$ cat src/design/ocss_map.vh
`ifndef OCSS_MAP_VH
`define OCSS_MAP_VH
// ----------------------------------------
// Register offsets
// ----------------------------------------
`define OCSS_OFS_LOW_SEL 8'ha8
`define OCSS_OFS_SEL45 8'ha9
`define OCSS_OFS_SEL67 8'haa
`define OCSS_OFS_RSVD 8'hab
// ----------------------------------------
// Field positions
// ----------------------------------------
`define OCSS_BIT_SYNC_A 4
`define OCSS_BIT_SYNC_B 5
`define OCSS_LO_FIELD 0
`define OCSS_HI_FIELD 4
`define OCSS_MASK_LOW 8'h3f
`define OCSS_MASK_SEL 8'h77
// ----------------------------------------
// Reset values
// ----------------------------------------
`define OCSS_RST_LOW_SEL 8'h0a
`define OCSS_RST_SEL45 8'h20
`define OCSS_RST_SEL67 8'h50
`define OCSS_RST_OUT_LOOP_B 8'h0a
`define OCSS_RST_OUT_UPPER 12'ha10
// ----------------------------------------
// Source codes
// ----------------------------------------
`define OCSS_SRC_LOOP_A 3'h0
`define OCSS_SRC_LOOP_B 3'h1
`define OCSS_SRC_OUT2 3'h2
`define OCSS_SRC_OUT3 3'h3
`define OCSS_SRC_REF_A 3'h4
`define OCSS_SRC_REF_B 3'h5
`define OCSS_SRC_RSVD 3'h6
`define OCSS_SRC_XTAL 3'h7
// ----------------------------------------
// Timing
// ----------------------------------------
`define OCSS_SWITCH_GAP 2'h2
`endif

$ cat src/design/ocss_source_ctrl.v
`timescale 1ns/1ps
`default_nettype none
`include "ocss_map.vh"
module ocss_source_ctrl (
  // Clock and reset
  input wire clk,
  input wire nrst,
  // Register port
  input wire [7:0] reg_addr,
  input wire [7:0] reg_wdata,
  input wire reg_wr,
  input wire reg_rd,
  output reg [7:0] reg_rdata,
  // Fine phase request from phase block
  input wire [3:0] fine_phase_out2,
  input wire [3:0] fine_phase_out3,
  // Source routing: loop_b select bit per low output, 3-bit source code per upper output
  output reg [7:0] out_loop_b_sel,
  output reg [11:0] out_upper_code,
  output reg [7:0] out_switching,
  // Divider control
  output reg [7:0] divider_hold,
  output reg [7:0] coarse_clear,
  output reg [3:0] fine_applied_out2,
  output reg [3:0] fine_applied_out3
);

  // ----------------------------------------
  // Registers
  // ----------------------------------------
  reg [7:0] low_sel_reg;
  reg [7:0] sel45_reg;
  reg [7:0] sel67_reg;
  reg [1:0] sync_prev_reg;
  reg [7:0] frozen_reg;
  reg [1:0] gap_reg [0:7];
  reg [7:0] pend_reg;
  integer i;
  integer k;

  // ----------------------------------------
  // Loop membership
  // ----------------------------------------
  // Loop driving an output: 0 loop_a, 1 loop_b, 2 neither
  function [1:0] src_loop;
    input [3:0] idx;
    input [7:0] low;
    input [11:0] up;
    reg [2:0] code;
    reg [1:0] res;
    begin
      res = 2'h2;
      code = 3'h0;
      if (idx < 4'h4) begin
        res = {1'b0, low[idx[1:0]]};
      end else begin
        code = up[(idx[1:0])*3 +: 3];
        case (code)
          `OCSS_SRC_LOOP_A: res = 2'h0;
          `OCSS_SRC_LOOP_B: res = 2'h1;
          `OCSS_SRC_OUT2: res = {1'b0, low[2]};
          `OCSS_SRC_OUT3: res = {1'b0, low[3]};
          // References, crystal and reserved 110 belong to no loop
          default: res = 2'h2;
        endcase
      end
      src_loop = res;
    end
  endfunction

  // ----------------------------------------
  // Derived controls
  // ----------------------------------------
  wire sync_a = low_sel_reg[`OCSS_BIT_SYNC_A];
  wire sync_b = low_sel_reg[`OCSS_BIT_SYNC_B];
  // No rate check on direct references; software keeps them slow
  wire [11:0] up_codes = {sel67_reg[6:4], sel67_reg[2:0], sel45_reg[6:4], sel45_reg[2:0]};
  wire rise_a = sync_a & ~sync_prev_reg[0];
  wire rise_b = sync_b & ~sync_prev_reg[1];
  wire fall_a = sync_prev_reg[0] & ~sync_a;
  wire fall_b = sync_prev_reg[1] & ~sync_b;

  // ----------------------------------------
  // Register writes and reads
  // ----------------------------------------
  always @(posedge clk or negedge nrst) begin
    if (!nrst) begin
      low_sel_reg <= `OCSS_RST_LOW_SEL;
      sel45_reg <= `OCSS_RST_SEL45;
      sel67_reg <= `OCSS_RST_SEL67;
      reg_rdata <= 8'h00;
    end else begin
      // Reserved bits are stored as zero whatever is written
      if (reg_wr) begin
        case (reg_addr)
          `OCSS_OFS_LOW_SEL: low_sel_reg <= reg_wdata & `OCSS_MASK_LOW;
          `OCSS_OFS_SEL45: sel45_reg <= reg_wdata & `OCSS_MASK_SEL;
          `OCSS_OFS_SEL67: sel67_reg <= reg_wdata & `OCSS_MASK_SEL;
          default: ;
        endcase
      end
      // Read data stands until the next read
      if (reg_rd) begin
        case (reg_addr)
          `OCSS_OFS_LOW_SEL: reg_rdata <= low_sel_reg;
          `OCSS_OFS_SEL45: reg_rdata <= sel45_reg;
          `OCSS_OFS_SEL67: reg_rdata <= sel67_reg;
          // Unmapped and reserved offsets read as zero
          default: reg_rdata <= 8'h00;
        endcase
      end
    end
  end

  // ----------------------------------------
  // Divider hold and release
  // ----------------------------------------
  always @(posedge clk or negedge nrst) begin
    if (!nrst) begin
      sync_prev_reg <= 2'h0;
      frozen_reg <= 8'h00;
      divider_hold <= 8'h00;
      coarse_clear <= 8'h00;
      fine_applied_out2 <= 4'h0;
      fine_applied_out3 <= 4'h0;
    end else begin
      sync_prev_reg <= {sync_b, sync_a};
      coarse_clear <= 8'h00;

      // Outputs on no loop (references, crystal) are never held
      for (i = 0; i < 8; i = i + 1) begin
        // Membership is fixed at the rising edge so a later reselect
        // cannot leave one divider released early
        if (rise_a &&
            src_loop(i[3:0], low_sel_reg, up_codes) == 2'h0) begin
          frozen_reg[i] <= 1'b0;
          divider_hold[i] <= 1'b1;
        end else if (rise_b &&
                     src_loop(i[3:0], low_sel_reg, up_codes) == 2'h1) begin
          frozen_reg[i] <= 1'b1;
          divider_hold[i] <= 1'b1;
        end else if (divider_hold[i] &&
                     ((fall_a && !frozen_reg[i]) || (fall_b && frozen_reg[i]))) begin
          divider_hold[i] <= 1'b0;
          coarse_clear[i] <= 1'b1;
        end
      end
      // Fine value only moves on release; coarse is cleared then,
      // so software sets fine before coarse
      if ((fall_a && low_sel_reg[2] == 1'b0) || (fall_b && low_sel_reg[2])) begin
        fine_applied_out2 <= fine_phase_out2;
      end
      if ((fall_a && low_sel_reg[3] == 1'b0) || (fall_b && low_sel_reg[3])) begin
        fine_applied_out3 <= fine_phase_out3;
      end
    end
  end

  // ----------------------------------------
  // Glitch-free source change
  // ----------------------------------------
  // The mux is parked for a short gap before the new source is taken,
  // which trades a brief low output for freedom from runt pulses
  always @(posedge clk or negedge nrst) begin
    if (!nrst) begin
      out_loop_b_sel <= `OCSS_RST_OUT_LOOP_B;
      out_upper_code <= `OCSS_RST_OUT_UPPER;
      out_switching <= 8'h00;
      pend_reg <= 8'h00;
      for (k = 0; k < 8; k = k + 1) begin
        gap_reg[k] <= 2'h0;
      end
    end else begin
      // A change during the gap is taken as the value at its end
      for (k = 0; k < 4; k = k + 1) begin
        if (out_loop_b_sel[k] != low_sel_reg[k] && !pend_reg[k]) begin
          pend_reg[k] <= 1'b1;
          out_switching[k] <= 1'b1;
          gap_reg[k] <= `OCSS_SWITCH_GAP;
        end else if (pend_reg[k] && gap_reg[k] != 2'h0) begin
          gap_reg[k] <= gap_reg[k] - 2'h1;
        end else if (pend_reg[k]) begin
          out_loop_b_sel[k] <= low_sel_reg[k];
          pend_reg[k] <= 1'b0;
          out_switching[k] <= 1'b0;
        end
        // Upper outputs never follow a loop_b select bit
        out_loop_b_sel[k + 4] <= 1'b0;
      end

      // Upper outputs wait out the same gap on a code change
      for (k = 4; k < 8; k = k + 1) begin
        if (out_upper_code[(k-4)*3 +: 3] != up_codes[(k-4)*3 +: 3] && !pend_reg[k]) begin
          pend_reg[k] <= 1'b1;
          out_switching[k] <= 1'b1;
          gap_reg[k] <= `OCSS_SWITCH_GAP;
        end else if (pend_reg[k] && gap_reg[k] != 2'h0) begin
          gap_reg[k] <= gap_reg[k] - 2'h1;
        end else if (pend_reg[k]) begin
          out_upper_code[(k-4)*3 +: 3] <= up_codes[(k-4)*3 +: 3];
          pend_reg[k] <= 1'b0;
          out_switching[k] <= 1'b0;
        end
      end
    end
  end

endmodule
`default_nettype wire

$ cat config.mk
export PLATFORM = sky130hd
export DESIGN_NAME = ocss_source_ctrl
export DESIGN_NICKNAME = d
export VERILOG_FILES = /design/src/design/ocss_source_ctrl.v
export VERILOG_INCLUDE_DIRS = /design/src /design/src/design
export SDC_FILE = /design/constraint.sdc
export NUM_CORES = 1
export LEC_CHECK = 0
export ABC_AREA = 1
export BUFFER_PORTS_ARGS = -buffer_cell sky130_fd_sc_hd__buf_2
export CORE_UTILIZATION = 30
export DETAILED_ROUTE_END_ITERATION = 7
export SYNTH_ARGS = -nofsm -noshare
export SYNTH_HDL_FRONTEND = slang
export SYNTH_SLANG_ARGS = --single-unit
$ cat constraint.sdc
create_clock -name clk -period 2.7 [get_ports clk]
set_input_delay 0.27 -clock clk [delete_from_list [all_inputs] [get_ports clk]]
set_output_delay 0.27 -clock clk [all_outputs]
set_load 0.02 [all_outputs]
== Word-level counts from Yosys, hierarchy flattened ==
Cells that the tools add are included.

* Input port bits: 28
* Word-level logic and storage cells: 419
* Output and inout port bits: 60
* Register bits: 108

* Bitwise logic cells: 26
* Muxes and demuxes: 133
* Reduce and logical (&&, ||, !) cells: 157
* Equal/unequal tests: 39
* Add/subtract/negate cells: 8

{| class="wikitable"
|+ Operators by type and width
! cell !! count
|-
| 1-bit 2-to-1 mux || 104
|-
| 2-bit nonzero test || 32
|-
| 1-bit logical AND || 60
|-
| 2-bit 2-to-1 mux || 24
|-
| 2-bit case mux with 4 select lines || 4
|-
| 3-bit by 2-bit == test with 1-bit output, second input constant || 8
|-
| 8-bit == test, second input constant || 3
|-
| 3-bit AND reduction || 8
|-
| 3-bit nonzero test || 8
|-
| 1-bit NOT || 22
|-
| 2-bit AND reduction || 11
|-
| 7-bit case mux with 3 select lines || 1
|-
| 2-bit by 1-bit == test with 1-bit output, second input constant || 8
|-
| 1-bit logical NOT || 16
|-
| 2-bit logical NOT || 8
|-
| 2-bit inequality test, second input constant || 8
|-
| 2-bit by 1-bit subtractor with 2-bit output, second input constant || 8
|-
| 3-bit by 1-bit == test with 1-bit output, second input constant || 4
|-
| 3-bit logical NOT || 4
|-
| 3-bit inequality test || 4
|-
| 1-bit logical OR || 10
|-
| 1-bit AND || 4
|-
| 1-bit inequality test || 4
|}

== Longest topological paths before layout ==
Gate-level depths: netlist (run 1).

* Depth after elaboration: 9
* Gate-level depth with buffers: 9

== Least setup slack after synthesis (run 1) ==
No wires, ideal clock.

* Path type: register to register
* Start point: register low_sel_reg[5]
* End point: register fine_applied_out2[0]
* Data arrival time: 1010 ps
* Data required time: 2563 ps
* Cell stages (with the launch flop): 7
* Setup slack: 1553 ps
* Period minus slack after synthesis: 1147 ps
* Buffers on the path: 0
* Path through: dfrtp_1 inv_2 nand2_1 inv_1 nand2_1 o21ai_1 o21ai_0

* Longest elaborated chain between the ends: 4

{| class="wikitable"
|+ Ends and longest elaborated chain
! what !! RTL line !! RTL
|-
| from (decl) || ocss_source_ctrl.v:31 || <nowiki>reg [7:0] low_sel_reg;</nowiki>
|-
| from (signal assigned) || ocss_source_ctrl.v:88 || <nowiki>low_sel_reg <= `OCSS_RST_LOW_SEL;</nowiki>
|-
| from (signal assigned) || ocss_source_ctrl.v:96 || <nowiki>`OCSS_OFS_LOW_SEL: low_sel_reg <= reg_wdata & `OCSS_MASK_LOW;</nowiki>
|-
| 1-bit NOT || ocss_source_ctrl.v:81 || <nowiki>wire fall_b = sync_prev_reg[1] & ~sync_b;</nowiki>
|-
| 1-bit AND || ocss_source_ctrl.v:81 ||
|-
| 1-bit logical AND || ocss_source_ctrl.v:150 || <nowiki>if ((fall_a && low_sel_reg[2] == 1'b0) || (fall_b && low_sel_reg[2])) begin</nowiki>
|-
| 1-bit logical OR || ocss_source_ctrl.v:150 ||
|-
| to (signal assigned) || ocss_source_ctrl.v:151 || <nowiki>fine_applied_out2 <= fine_phase_out2;</nowiki>
|-
| to (decl) || ocss_source_ctrl.v:24 || <nowiki>output reg [3:0] fine_applied_out2,</nowiki>
|}

No other way between the ends.
A chain may end at the register's enable or synchronous reset.

== Worst setup path after layout (run 1) ==
* Start point: register low_sel_reg[5]
* End point: register fine_applied_out3[0]

* Longest elaborated chain between the ends: 4

{| class="wikitable"
|+ Ends and longest elaborated chain
! what !! RTL line !! RTL
|-
| 1-bit NOT || ocss_source_ctrl.v:81 ||
|-
| 1-bit AND || ocss_source_ctrl.v:81 ||
|-
| 1-bit logical AND || ocss_source_ctrl.v:153 || <nowiki>if ((fall_a && low_sel_reg[3] == 1'b0) || (fall_b && low_sel_reg[3])) begin</nowiki>
|-
| 1-bit logical OR || ocss_source_ctrl.v:153 ||
|-
| to (signal assigned) || ocss_source_ctrl.v:154 || <nowiki>fine_applied_out3 <= fine_phase_out3;</nowiki>
|-
| to (decl) || ocss_source_ctrl.v:25 || <nowiki>output reg [3:0] fine_applied_out3</nowiki>
|}

No other way between the ends.

==> flow_metrics.tcl, run 1 <==
set metrics [dict create \
    grtUsageTotal_pct 13.52 \
    dp.cells 919 \
    layout_common_cells "188 x nand2_1, 109 x inv_1, 97 x dfrtp_1, 80 x buf_2, 49 x o21ai_0" \
    ys_ff_latch 107 \
    status "finished clean" \
    syn_area_mm2 0.005091 \
    drc 0 \
    finalCritPeriodShare_pct 56.28 \
    max_freq_mhz 658.1 \
    ir_drop_uv 354.6 \
    largest_reg_flops 16 \
    cts_resized 0 \
    fin_skew_ns 0.006742 \
    dr.pass1.iters 4 \
    worst_ep_required_time_ns 2.91 \
    filler_cell_count 1736 \
    grt_max_degree 46 \
    die_w_um 132.3 \
    stdcell_count 936 \
    power_leakage_nw 3.244 \
    crit_slowest_cell "dfrtp_1" \
    syn2layout_area_growth_pct 18.63 \
    finalHoldViolCount 0 \
    syn_area_per_cell_um2 8.185 \
    insertion_delay_ns 0.35 \
    via_per_inst 4.158 \
    start_util_pct 30.70 \
    vias 3892 \
    htreeDepth 3 \
    pwr_density_cell_mw_per_mm2 969.1 \
    dieArea_mm2 0.01750 \
    fin_util_pct 36.42 \
    setup_viol 0 \
    diodes 0 \
    gp_congestion 0.7787 \
    io_buffers 81 \
    rsz0062_at_grt "false" \
    grt.overflow.total 0 \
    cts_tree "done" \
    synth_warnings 0 \
    synthArstFlopShare_pct 100.0 \
    period_needed_ns 1.519 \
    fin_ws_ns 1.181 \
    dp_hpwl_mm 8.228 \
    maxSlewHeadroom_pct 64.33 \
    num_io_pins 88 \
    drv_cap 0 \
    ff_latch_area_mm2 0.002690 \
    tightest_slew_ns 0.5315 \
    critPathMaxFanout 8 \
    grt_pass1_wl_mm 18.52 \
    start_kind "flop" \
    synth-main-ff-cell "dfrtp_1" \
    post-place-ws_ns 1.068 \
    wl_mm 10.85 \
    critPathMaxStageDelay_ns 0.40 \
    clock_path_buffers 2 \
    row_count 47 \
    core_mm2 0.01658 \
    finalMaxSlewViolations 0 \
    crit_path_end_kind "flop" \
    ctsRootBufferMaster "clkbuf_16" \
    die_h_um 132.3 \
    critPathArrivalTime_ns 1.73 \
    synth-edff-count 0 \
    final_nets 747 \
    hold_class "input pin to flop" \
    ant_nets 0 \
    wl_per_cell_um 11.59 \
    cts_inserted_buffers 9 \
    seq_area_frac_synth_pct 52.84 \
    crit_top_cell "nand2_1" \
    first_iter_violations 190 \
    grt_pass1_vias 3702 \
    multi_input_area_mm2 0.001893 \
    ys_types 27 \
    antenna_found_initial 0 \
    crit_type "flop to flop" \
    path_clk_slew_ns 0.07 \
    final_common_cell "nand2_1" \
    final_layout_size_suffix_gt1_share_pct 20.25 \
    crit_chain "inv_2, nand2_1, inv_1, nand2_1, o21ai_1, o21ai_0" \
    whs_ns 0.1364 \
    finalSetupTns_ns 0 \
    synthCells 622 \
    clock_sinks 107 \
]
-- where the power goes --
group	total, W	internal (W)	switching, W	leakage, nW
Clock	0.00136	0.000751	0.000605	0.150
Combinational	0.00205	0.000715	0.00133	1.87
Sequential	0.00245	0.00214	0.000305	1.22
-- per-stage QoR --
| step | cell area [um2] | power (W) |
|---|---|---|
| after floorplan | 5106 | 0.003917 |
| after global placement | 5725 | 0.004512 |
| after detailed placement | 5725 | 0.004567 |
| after CTS | 6040 | 0.005949 |
| after global routing | 6040 | 0.006381 |
| final | 6040 | 0.005853 |
-- final timing paths --
| path | startpoint | endpoint | slack [ns] | cells past startpoint |
|---|---|---|---|---|
| worst max register to register | low_sel_reg[5]$_DFFE_PN0P_ | fine_applied_out3[0]$_DFFE_PN0P_ | 1.18 | 6 |
| max in group asynchronous | nrst | out_loop_b_sel[1]$_DFFE_PN1P_ | 1.69 | 3 |
| worst min register to register | low_sel_reg[5]$_DFFE_PN0P_ | sync_prev_reg[1]$_DFF_PN0_ | 0.43 | 0 |
| worst min-delay path | fine_phase_out3[1] | fine_applied_out3[1]$_DFFE_PN0P_ | 0.14 | 3 |
| worst max-delay path | low_sel_reg[5]$_DFFE_PN0P_ | fine_applied_out3[0]$_DFFE_PN0P_ | 1.18 | 6 |
| min in group asynchronous | nrst | gap_reg[1]$_DFFE_PN0P_ | 0.32 | 2 |
-- cells in the mapped netlist (2+ instances only) --
library cell	instances	area (um2)
nor3_2	4	40.04
ha_1	8	100.1
a21oi_1	10	50.05
buf_4	5	37.54
nor3_1	4	20.02
inv_2	4	15.01
o21ai_1	7	35.03
nor2_1	47	176.4
dfstp_2	10	262.8
xnor2_1	4	35.03
nand2_4	2	22.52
nand2_2	9	56.30
inv_1	109	409.1
o21bai_1	3	22.52
o21ai_0	49	245.2
nand3_1	34	170.2
buf_6	5	56.30
nand2_1	188	705.7
dfrtp_1	97	2427
nor2_4	7	78.83
nor3b_1	3	22.52
o21ai_2	8	70.07
-- timing repair --
action / in CTS / in global routing
buffers inserted: 0 / 0
hold buffers: 1 / 0
hold endpoints to repair: 9 / 0
-- layer usage --
| layer | up-vias | track usage, % | part of all wire [%] |
|---|---|---|---|
| met5 | - | 0 | 0 |
| met4 | 0 | 4.087 | 1.5 |
| met3 | 14 | 3.883 | 4.3 |
| met2 | 68 | 21.02 | 45 |
| met1 | 1733 | 18.22 | 49 |
| li1 | 2077 | - | - |
-- layout make-up --
class,count,share of cell area [%]
inverters,113,7.023
repair buffers,85,7.499
multi-input cells,395,31.34
clock inverters,5,1.015
clock buffers,11,4.019
well taps,220,4.558
flip-flops and latches,107,44.54
-- worst max-delay path: cells and delay by family (launching register included) --
kind	cells	cell delay (ns)
compound gates	2	0.46
buf+inv	2	0.31
flops	1	0.40
simple gates	2	0.21
-- logic make-up (layout without fill, tap and decap cells) --
group	Yosys count	in the layout	synth area share, %
AOI/OAI and AO/OA	78	78	8.454
xor gates and xnor gates	4	4	0.6881
adders and majority gates	8	8	1.966
buffers and inverters	124	214	10.27
DFF	107	107	52.84
other	1	5	0.07366
and+or+nand+nor	300	300	25.71
Note: power is estimated with default switching activity, not from simulation.
==> run 2, diff against run 1 <==
==> constraint.sdc (replaced) <==
create_clock -name clk -period 1.3 [get_ports clk]
set_input_delay 0.13 -clock clk [delete_from_list [all_inputs] [get_ports clk]]
set_output_delay 0.13 -clock clk [all_outputs]
set_load 0.02 [all_outputs]
==> run 2 against run 1 <==
Compared with the run above:
- die area unchanged
- final area increased by 6.5%
- critical path depth unchanged
- hold slack got worse by 0.12 ns
- clock-buffer cell count decreased by 2
- combinational power increased by 120%
- final cell count increased by 4.3%
- register-to-register slack got worse by 1.2 ns
- global-route usage increased by 0.70 points
- non-clock buffer count increased by 40
- critical endpoint is now fine_applied_out3[2]$_DFFE_PN0P_
==> flow_metrics.tcl, run 2 (synthesized netlist as in run 1, its figures left out) <==
set metrics [dict create \
    status "finished clean" \
    crit_path_end_kind "flop" \
    cts_tree "done" \
    ir_drop_uv 939.8 \
    diodes 0 \
    crit_type "flop to flop" \
    path_clk_slew_ns 0.08 \
    setup_viol 0 \
    ant_nets 0 \
    grtUsageTotal_pct 14.22 \
    syn2layout_area_growth_pct 26.37 \
    dpl_cell_area_mm2 0.005918 \
    first_iter_violations 199 \
    wl_per_cell_um 11.80 \
    start_util_pct 30.70 \
    r2r-start "low_sel_reg[3]$_DFFE_PN1P_" \
    htreeDepth 3 \
    post-place-ws_ns -0.03579 \
    r2r_cells 6 \
    insertion_delay_ns 0.37 \
    power_leakage_nw 3.435 \
    via_per_inst 4.195 \
    hold_start "reg_wdata[3]" \
    clock_sinks 107 \
    die_h_um 132.3 \
    pwr_density_cell_mw_per_mm2 1898 \
    hold_class "input pin to flop" \
    stdcell_area_mm2 0.006434 \
    rsz0062_at_grt "true" \
    hold_path_depth 3 \
    critPathArrivalTime_ns 1.52 \
    whs_ns 0.01482 \
    cts_inserted_buffers 9 \
    num_io_pins 88 \
    fin_util_pct 38.80 \
    rrSetupSlack_ns 0.02 \
    start_kind "flop" \
    filler_cell_count 1705 \
    largest_reg_flops 16 \
    wl_mm 11.52 \
    critPathMaxFanout 8 \
    fin_skew_ns 0.01074 \
    layout_common_cells "183 x nand2_1, 103 x inv_1, 95 x dfrtp_1, 80 x buf_2, 43 x nor2_1" \
    drv_cap 0 \
    worstReg2RegEnd "fine_applied_out3[2]$_DFFE_PN0P_" \
    row_count 47 \
    io_buffers 81 \
    grt.overflow.total 0 \
    fin_ws_ns 0.01848 \
    final_common_cell "nand2_1" \
    worst_ep_required_time_ns 1.54 \
    dr.pass1.iters 4 \
    final_nets 787 \
    grt_pass1_vias 3854 \
    antenna_found_initial 0 \
    grt_max_degree 25 \
    drc 0 \
    grt_pass1_wl_mm 19.33 \
    period_needed_ns 1.282 \
    fin_total_pwr_w 0.01221 \
    finalCritPeriodShare_pct 98.58 \
    core_mm2 0.01658 \
    min_to "low_sel_reg[3]$_DFFE_PN1P_" \
    max_freq_mhz 780.3 \
    ctsRootBufferMaster "clkbuf_16" \
    dp_hpwl_mm 8.722 \
    finalHoldViolCount 0 \
    final_layout_size_suffix_gt1_share_pct 26.72 \
    gp_congestion 0.8124 \
    finalMaxSlewViolations 0 \
    die_w_um 132.3 \
    dieArea_mm2 0.01750 \
    vias 4094 \
    clock_path_buffers 2 \
]
==> run 2: how the worst max path moves through the flow <==
stage,from,end,depth (start not counted)
after floorplan,low_sel_reg[5]$_DFFE_PN0P_,fine_applied_out2[0]$_DFFE_PN0P_,6
after global placement,low_sel_reg[5]$_DFFE_PN0P_,coarse_clear[5]$_DFF_PN0_,8
after detailed placement,low_sel_reg[5]$_DFFE_PN0P_,coarse_clear[3]$_DFF_PN0_,5
after CTS,low_sel_reg[5]$_DFFE_PN0P_,coarse_clear[1]$_DFF_PN0_,5
after global routing,low_sel_reg[3]$_DFFE_PN1P_,fine_applied_out3[1]$_DFFE_PN0P_,7
final,low_sel_reg[3]$_DFFE_PN1P_,fine_applied_out3[2]$_DFFE_PN0P_,6
==> run 2: routing by layer <==
metal / track usage [%] / share of wire (%)
met5: 0 / 0
met3: 4.652 / 5.8
met4: 4.917 / 1.7
met2: 22.66 / 46
met1: 18.09 / 47
==> run 2: critical path, stage by stage, from the launching register on <==
cell,delay (ns)
dfstp_2,0.57
buf_4,0.12
buf_4,0.10
nand2_1,0.04
o21ai_1,0.07
buf_4,0.17
o21ai_0,0.08
==> run 2: timing repair <==
item                                    CTS  global route
cloned                                    0             0
pin swaps                                 0             6
endpoints found under the hold margin   108             0
hold buffers                              9             0
resized for setup                         4            34
setup buffers                             1             7
endpoints found under the setup margin   18            31
==> run 2: cell type report <==
cell class	count	area, um2	area share, %
timing repair buffer	125	785.8	12.21
inverter	113	431.7	6.709
clock inverter	7	57.56	0.8946
tap	220	275.3	4.278
multi-input combinational	395	1966	30.55
sequential	107	2693	41.85
clock buffer	9	225.2	3.501
==> run 2: power breakdown <==
group          switching [W]  internal (W)  total, W
registers           0.000661       0.00445   0.00511
logic                0.00284       0.00159   0.00443
clock network        0.00133       0.00133   0.00267
==> run 2: stage by stage <==
| stage | cells | TNS (ns) |
|---|---|---|
| 2_1_floorplan | 626 | 0 |
| 3_3_place_gp | 943 | 0 |
| 3_5_place_dp | 943 | -0.09381 |
| 4_1_cts | 969 | 0 |
| 5_1_grt | 976 | -0.5548 |
| 6_report | 976 | 0 |
